**config.mk**
```make
export PLATFORM = sky130hd
export DESIGN_NAME = eil_latch
export DESIGN_NICKNAME = d
export VERILOG_FILES = /design/src/hw/eil_pkg.sv /design/src/hw/eil_latch.sv
export VERILOG_INCLUDE_DIRS = /design/src /design/src/hw
export SDC_FILE = /design/constraint.sdc
export NUM_CORES = 1
export LEC_CHECK = 0
export BUFFER_PORTS_ARGS = -buffer_cell sky130_fd_sc_hd__buf_2
export CORE_MARGIN = 3
export CORE_UTILIZATION = 32
export DETAILED_ROUTE_END_ITERATION = 12
export PLACE_DENSITY = 0.79
export SYNTH_ARGS = -nofsm -noshare
export SYNTH_HDL_FRONTEND = slang
export SYNTH_SLANG_ARGS = --single-unit
```
**constraint.sdc**
```tcl
create_clock -name sys_clk_i -period 1 [get_ports sys_clk_i]
set_input_delay 0.1 -clock sys_clk_i [delete_from_list [all_inputs] [get_ports sys_clk_i]]
set_output_delay 0.1 -clock sys_clk_i [all_outputs]
set_load 0.1 [all_outputs]
```
**src/hw/eil_params.svh**
```systemverilog
// Register offsets, field positions and reset values for the external interrupt latch
`ifndef EIL_PARAMS_SVH
`define EIL_PARAMS_SVH

`define EIL_ADDR_W        4
`define EIL_STATCTL_OFS   4'h0
`define EIL_BIT_MODE      0
`define EIL_BIT_MASK      1
`define EIL_BIT_ACK       2
`define EIL_BIT_FLAG      3
`define EIL_STATCTL_RST   8'h00
`define EIL_VECTOR_HI     16'hfffa
`define EIL_VECTOR_LO     16'hfffb

`endif

```
**src/hw/eil_pkg.sv**
```systemverilog
// Types shared by the external interrupt latch
package eil_pkg;
   typedef enum logic [0:0] {
      EIL_EDGE_ONLY  = 1'b0,
      EIL_EDGE_LEVEL = 1'b1
   } eil_trig_type;
endpackage
```
**src/hw/eil_latch.sv**
```systemverilog
// External interrupt latch with status and control register
`timescale 1ns/1ps
`include "eil_params.svh"

module eil_latch (
   // Clock and reset
   input  wire logic                   sys_clk_i,
   input  wire logic                   resetn_i,
   // Register port
   input  wire logic [`EIL_ADDR_W-1:0] reg_addr_i,
   input  wire logic [7:0]             reg_wdata_i,
   input  wire logic                   reg_wr_i,
   input  wire logic                   reg_rd_i,
   output logic      [7:0]             reg_rdata_o,
   // External pin
   input  wire logic                   ext_int_n_i,
   // CPU side
   input  wire logic                   vector_fetch_i,
   input  wire logic                   ccr_int_mask_i,
   input  wire logic                   break_state_i,
   input  wire logic                   break_clear_enable_i,
   output logic                        int_request_o,
   output logic                        wake_request_o,
   output logic      [15:0]            vector_addr_hi_o,
   output logic      [15:0]            vector_addr_lo_o,
   output logic                        pin_level_o
);

   // ********************************
   // Pin synchroniser
   // ********************************
   logic               pin_meta_reg;
   logic               pin_sync_reg;
   logic               pin_prev_reg;
   logic               ext_int_mask_reg;
   logic               latch_reg;
   logic               ack_seen_reg;
   eil_pkg::eil_trig_type edge_level_select_reg;
   logic               sel_hit;
   logic               sw_ack;
   logic               ack;
   logic               fall_edge;
   logic               ack_blocked;

   // Reset image of the status and control register
   localparam logic [7:0] STATCTL_RST = `EIL_STATCTL_RST;

   always_ff @(posedge sys_clk_i) begin
      if (!resetn_i) begin
         pin_meta_reg <= 1'b1;
         pin_sync_reg <= 1'b1;
         pin_prev_reg <= 1'b1;
      end else begin
         pin_meta_reg <= ext_int_n_i;
         pin_sync_reg <= pin_meta_reg;
         pin_prev_reg <= pin_sync_reg;
      end
   end

   assign fall_edge = pin_prev_reg && !pin_sync_reg;
   assign pin_level_o = pin_sync_reg;

   // ********************************
   // Register writes
   // ********************************
   assign sel_hit = (reg_addr_i == `EIL_STATCTL_OFS);
   assign sw_ack  = reg_wr_i && sel_hit && reg_wdata_i[`EIL_BIT_ACK]
                    && (!break_state_i || break_clear_enable_i);
   assign ack_blocked = reg_wr_i && sel_hit && reg_wdata_i[`EIL_BIT_ACK]
                        && break_state_i && !break_clear_enable_i;
   assign ack     = sw_ack || vector_fetch_i;

   always_ff @(posedge sys_clk_i) begin
      if (!resetn_i) begin
         ext_int_mask_reg      <= STATCTL_RST[`EIL_BIT_MASK];
         edge_level_select_reg <= eil_pkg::eil_trig_type'(STATCTL_RST[`EIL_BIT_MODE]);
      end else if (reg_wr_i && sel_hit) begin
         ext_int_mask_reg      <= reg_wdata_i[`EIL_BIT_MASK];
         edge_level_select_reg <= eil_pkg::eil_trig_type'(reg_wdata_i[`EIL_BIT_MODE]);
      end
   end

   // ********************************
   // Request latch
   // ********************************
   // edge set wins; reset clear; clear persists
   always_ff @(posedge sys_clk_i) begin
      if (!resetn_i) begin
         latch_reg    <= 1'b0;
         ack_seen_reg <= 1'b0;
      end else if (fall_edge) begin
         latch_reg    <= 1'b1;
         ack_seen_reg <= 1'b0;
      end else if (edge_level_select_reg == eil_pkg::EIL_EDGE_ONLY) begin
         if (ack) latch_reg <= 1'b0;
         ack_seen_reg <= 1'b0;
      end else begin
         // acknowledge and pin high, any order
         if ((ack || ack_seen_reg) && pin_sync_reg) begin
            latch_reg    <= 1'b0;
            ack_seen_reg <= 1'b0;
         end else begin
            if (!pin_sync_reg) latch_reg <= 1'b1;
            if (ack && latch_reg) ack_seen_reg <= 1'b1;
         end
      end
   end

   // ********************************
   // Request outputs
   // ********************************
   // mask gating
   assign int_request_o    = latch_reg && !ext_int_mask_reg && !ccr_int_mask_i;
   assign wake_request_o   = latch_reg && !ext_int_mask_reg;
   assign vector_addr_hi_o = `EIL_VECTOR_HI;
   assign vector_addr_lo_o = `EIL_VECTOR_LO;

   // ********************************
   // Register read
   // ********************************
   // readback
   always_ff @(posedge sys_clk_i) begin
      if (!resetn_i) begin
         reg_rdata_o <= 8'h00;
      end else if (reg_rd_i && sel_hit) begin
         reg_rdata_o <= 8'h00;
         reg_rdata_o[`EIL_BIT_FLAG] <= latch_reg;
         reg_rdata_o[`EIL_BIT_MASK] <= ext_int_mask_reg;
         reg_rdata_o[`EIL_BIT_MODE] <= edge_level_select_reg;
      end else begin
         reg_rdata_o <= 8'h00;
      end
   end
endmodule

```
; Yosys cells after proc, flatten, opt, wreduce, memory -nomap -nowiden
; Cells that the tools add are included.
[classes]
addsub = 0
multipliers = 0
div = 0
order_cmp = 0
eq_ne = 1
n_shift = 0
n_mux = 5
bitwise_logic = 2
reduce_logical = 21
[ops]
columns = op, count
row1 = 1-bit logical AND, 9
row2 = 1-bit two-way mux, 5
row3 = 1-bit zero test, 4
row4 = 4-bit zero test, 1
row5 = "4-bit by 2-bit != test with 1-bit output, second input constant", 1
row6 = 2-bit AND reduction, 2
row7 = 4-bit OR reduction, 1
row8 = 1-bit logical OR, 3
row9 = 3-bit nonzero test, 1
row10 = 1-bit NOT, 2
[word_totals]
reg_bits = 15
latch_bits = 0
mem_bits_rw = 0
romBits = 0
inputBits = 21
output_inout_bits = 43
elab_cells = 38
memories = 0

; Logic depth before layout (Yosys ltp)
[logic_depth]
word_depth = 10
depth_mapped = 3
depth_no_buf = 3

; Worst setup path before layout
; Ideal clock, no wire load.
[synth_path]
path_kind = register to output
startpoint = register latch_reg
endpoint = output int_request_o
t_arrival_ns = 3.192
t_required_ns = 0.900
setup_slack_ns = -2.292
stages_incl_launch_ff = 3
path_buffers = 0
path_cell_list = dfxtp_1 -> nor2b_1 -> nor2b_1
[synth_via]
elab_chain_len = 2
[synth_lines]
columns = item, line_no
row1 = "start, declared", eil_latch.sv:36  ; logic latch_reg;
row2 = "start signal, assigned", eil_latch.sv:89  ; latch_reg <= 1'b0;
row3 = "start signal, assigned", eil_latch.sv:92  ; latch_reg <= 1'b1;
row4 = "start signal, assigned", eil_latch.sv:95  ; if (ack) latch_reg <= 1'b0;
row5 = 1-bit logical AND, --
row6 = named net wake_request_o, eil_latch.sv:23  ; output logic wake_request_o,
row7 = 1-bit logical AND, eil_latch.sv:113  ; assign int_request_o = latch_reg && !ext_int_mask_reg && !ccr_int_mask_i;
row8 = "end, declared", eil_latch.sv:22  ; output logic int_request_o,
; The timed path passes the listed nets, and every way through them passes these cells.

; Worst setup path in the final report
[layout_path]
startpoint = register latch_reg
endpoint = output int_request_o
[layout_via]
elab_chain_len = 2
[layout_lines]
columns = item, line_no
row1 = 1-bit logical AND (2 in series), eil_latch.sv:113
; No other way between the ends.

==> out/results.ini <==
[worst_setup_path]
worstPathArrival_ns=1.11
critical-path-max-stage-delay_ns=0.34
start_kind=flip-flop
crit_family=flip-flops
crit_required_ns=0.90
worstPathCellList=nor2b_4 > nor2b_4 > buf_12
end_kind=output port
crit_fanout=2
crit_top_cell=nor2b_4
crit_slowest_cell=dfxtp_2
path_class=flip-flop to output port
path_buf_inv=1

[routing]
vias_per_cell=3.93
drtIter0Drc=6
dr_total_vias=511
first_pass_iters=4
ant_nets=0
drc=0
wirelength_um=1360
wl_per_cell_um=10.4

[global_routing]
grt_pass1_vias=431
grt_usage_pct=10.1
antenna_found_initial=0
overflow=0
grt_max_degree=8
grt_pass1_wl_um=1940

[clock_network]
cts_num_sinks=10
numCtsBuffers=3
cts_max_path_buffers=2
clk_pin_slew_ns=0.06
clkLatencyLatePin_ns=0.27
cts_hold_buffers=0
h-tree-depth=1
cts-root-buf=clkbuf_4
cts_tree=done

[synth]
synth.area.top_cells=buf_4 (41%), dfxtp_1 (30%), nand2b_1 (3.7%), nor4_4 (3.1%), and2_1 (2.8%)
ys_ff_latch=10
yosysWarnings=0
synth_top_area_share_pct=41.1
yosysTopAreaCell=buf_4
netlist_instances=79
ys_types=20
netlist_area_um2=676
syn_avg_cell_area_um2=8.55
yosysSeqAreaShare_pct=29.6

[timing]
period_minus_slack_ns=1.21
fin_skew_ns=0.00727
finalSetupTns_ns=-0.338
setup_violations=2
slew_violations=0
min_period_over_period_pct=121
max_freq_mhz=829
fin_ws_ns=-0.207
rsz0062_at_grt=true
finalHoldViolations=0

[floorplanning]
die_w_um=52.0
dieHeight_um=52.0
start_util_pct=36.4
die-area_mm2=0.00270
num_io_pins=64
fp.coreArea_mm2=0.00186
num_rows=15

[power_and_ir_drop]
p_leak_nw=0.440
ir_drop_mv=0.742
total_power_w=0.00144
p_per_area_mw_per_mm2=1690

[place]
place.gp.congestion=0.761
dp_hpwl_um=1140
dp.cells=124
portBuffers=21
dpl_worst_slack_ns=-0.145

[layout]
drive_above_1_share_pct=37.1
fin_nets=127
nFillCells=176
layoutNonFillerInstCount=130
top_register=reg_rdata_o
diodes=0
fin_util_pct=45.8
largest_reg_flops=3
areaGrowthSynthToFinish_pct=25.9

[status]
violations=negative setup slack
outcome=complete, but fails checks

[hold_path]
worstHoldPathType=primary input to flip-flop

[run]
maxCapViolations=0

==> worst register-to-register path, cell delays in order (launching register included) <==
cell,delay [ns]
dfxtp_2,0.36
nor3b_2,0.18
a21oi_1,0.06
a41o_1,0.23
==> cells in the final DEF, fill, tap and decap left out, types with 2 or more instances in the layout <==
cell      netlist  final
nand2b_1        4      4
nor2_1          2      2
o21ai_1         2      3
nand2_1         2      2
dfxtp_2         0      6
conb_1          2     37
dfxtp_1        10      3
and2_1          3      3
clkbuf_4        0      3
buf_12          0      6
inv_1           2      2
a21oi_1         3      3
nor2b_4         0      2
buf_4          37      3
buf_2           0     15
nand3_1         2      2
==> what timing repair did <==
| action | in CTS | in global routing |
|---|---|---|
| pin swaps | 0 | 0 |
| setup buffers | 1 | 1 |
| gates resized for setup | 2 | 2 |
| endpoints found under the setup margin | 3 | 4 |
==> synthesized netlist by cell type (all sizes together) <==
| cell type | n |
|---|---|
| nand3 | 2 |
| or4 | 1 |
| a21oi | 3 |
| conb | 2 |
| a41o | 1 |
| nor3b | 1 |
| buf | 37 |
| a41oi | 1 |
| nor4bb | 1 |
| nor2b | 2 |
| o21ai | 3 |
| nor2 | 2 |
| nor4 | 1 |
| nand2b | 4 |
| and3 | 1 |
| inv | 2 |
| nand2 | 2 |
| dfxtp | 10 |
| and2 | 3 |
==> where the power goes <==
group          internal (W)  total, W  switching (W)
clock              0.000154  0.000291       0.000137
combinational     0.0000599  0.000732       0.000672
sequential         0.000405  0.000413     0.00000789
==> final timing paths <==
path / start / end / slack, ns / depth (start not counted)
setup / recovery: latch_reg$_SDFFE_PN0P_ / int_request_o / -0.21 / 3
hold / removal: ext_int_n_i / pin_meta_reg$_SDFF_PN1_ / 0.01 / 2
setup reg to reg: pin_prev_reg$_SDFF_PN1_ / latch_reg$_SDFFE_PN0P_ / 0.06 / 3
hold reg to reg: pin_meta_reg$_SDFF_PN1_ / pin_level_o$_SDFF_PN1_ / 0.41 / 1
==> layout make-up <==
class / count / area (um2) / area share [%]
well taps: 25 / 31.3 / 3.68
inverters: 2 / 7.51 / 0.882
clock buffers: 4 / 26.3 / 3.09
repair buffers: 24 / 218 / 25.6
flip-flops and latches: 10 / 211 / 24.9
multi-input cells: 65 / 357 / 41.9
==> kinds of logic (layout without fill, tap and decap cells) <==
kind of cell | Yosys count | in the layout | share of synthesized area [%]
AO/OA/AOI/OAI | 8 | 8 | 7.22
AND/OR/NAND/NOR | 20 | 20 | 19.8
flip-flops | 10 | 10 | 29.6
buffers and inverters | 39 | 30 | 42.2
other | 2 | 37 | 1.11
==> metal layers <==
metal  share of wire (%)  GRT usage, %  up-vias
met5                   0             0        -
met4                 2.7          6.55        0
met3                  12          2.29        7
met2                  57          20.5       44
met1                  28          8.46      225
li1                    -             -      235
==> per-stage QoR <==
stage	cell area [um2]	hold WS [ns]
finish	851	0.0125
global route	851	0.0287
CTS	842	0.0108
detailed placement	802	0.292
global placement	802	0.281
floorplan	846	0.172
Power figures use the tool's default switching activity.
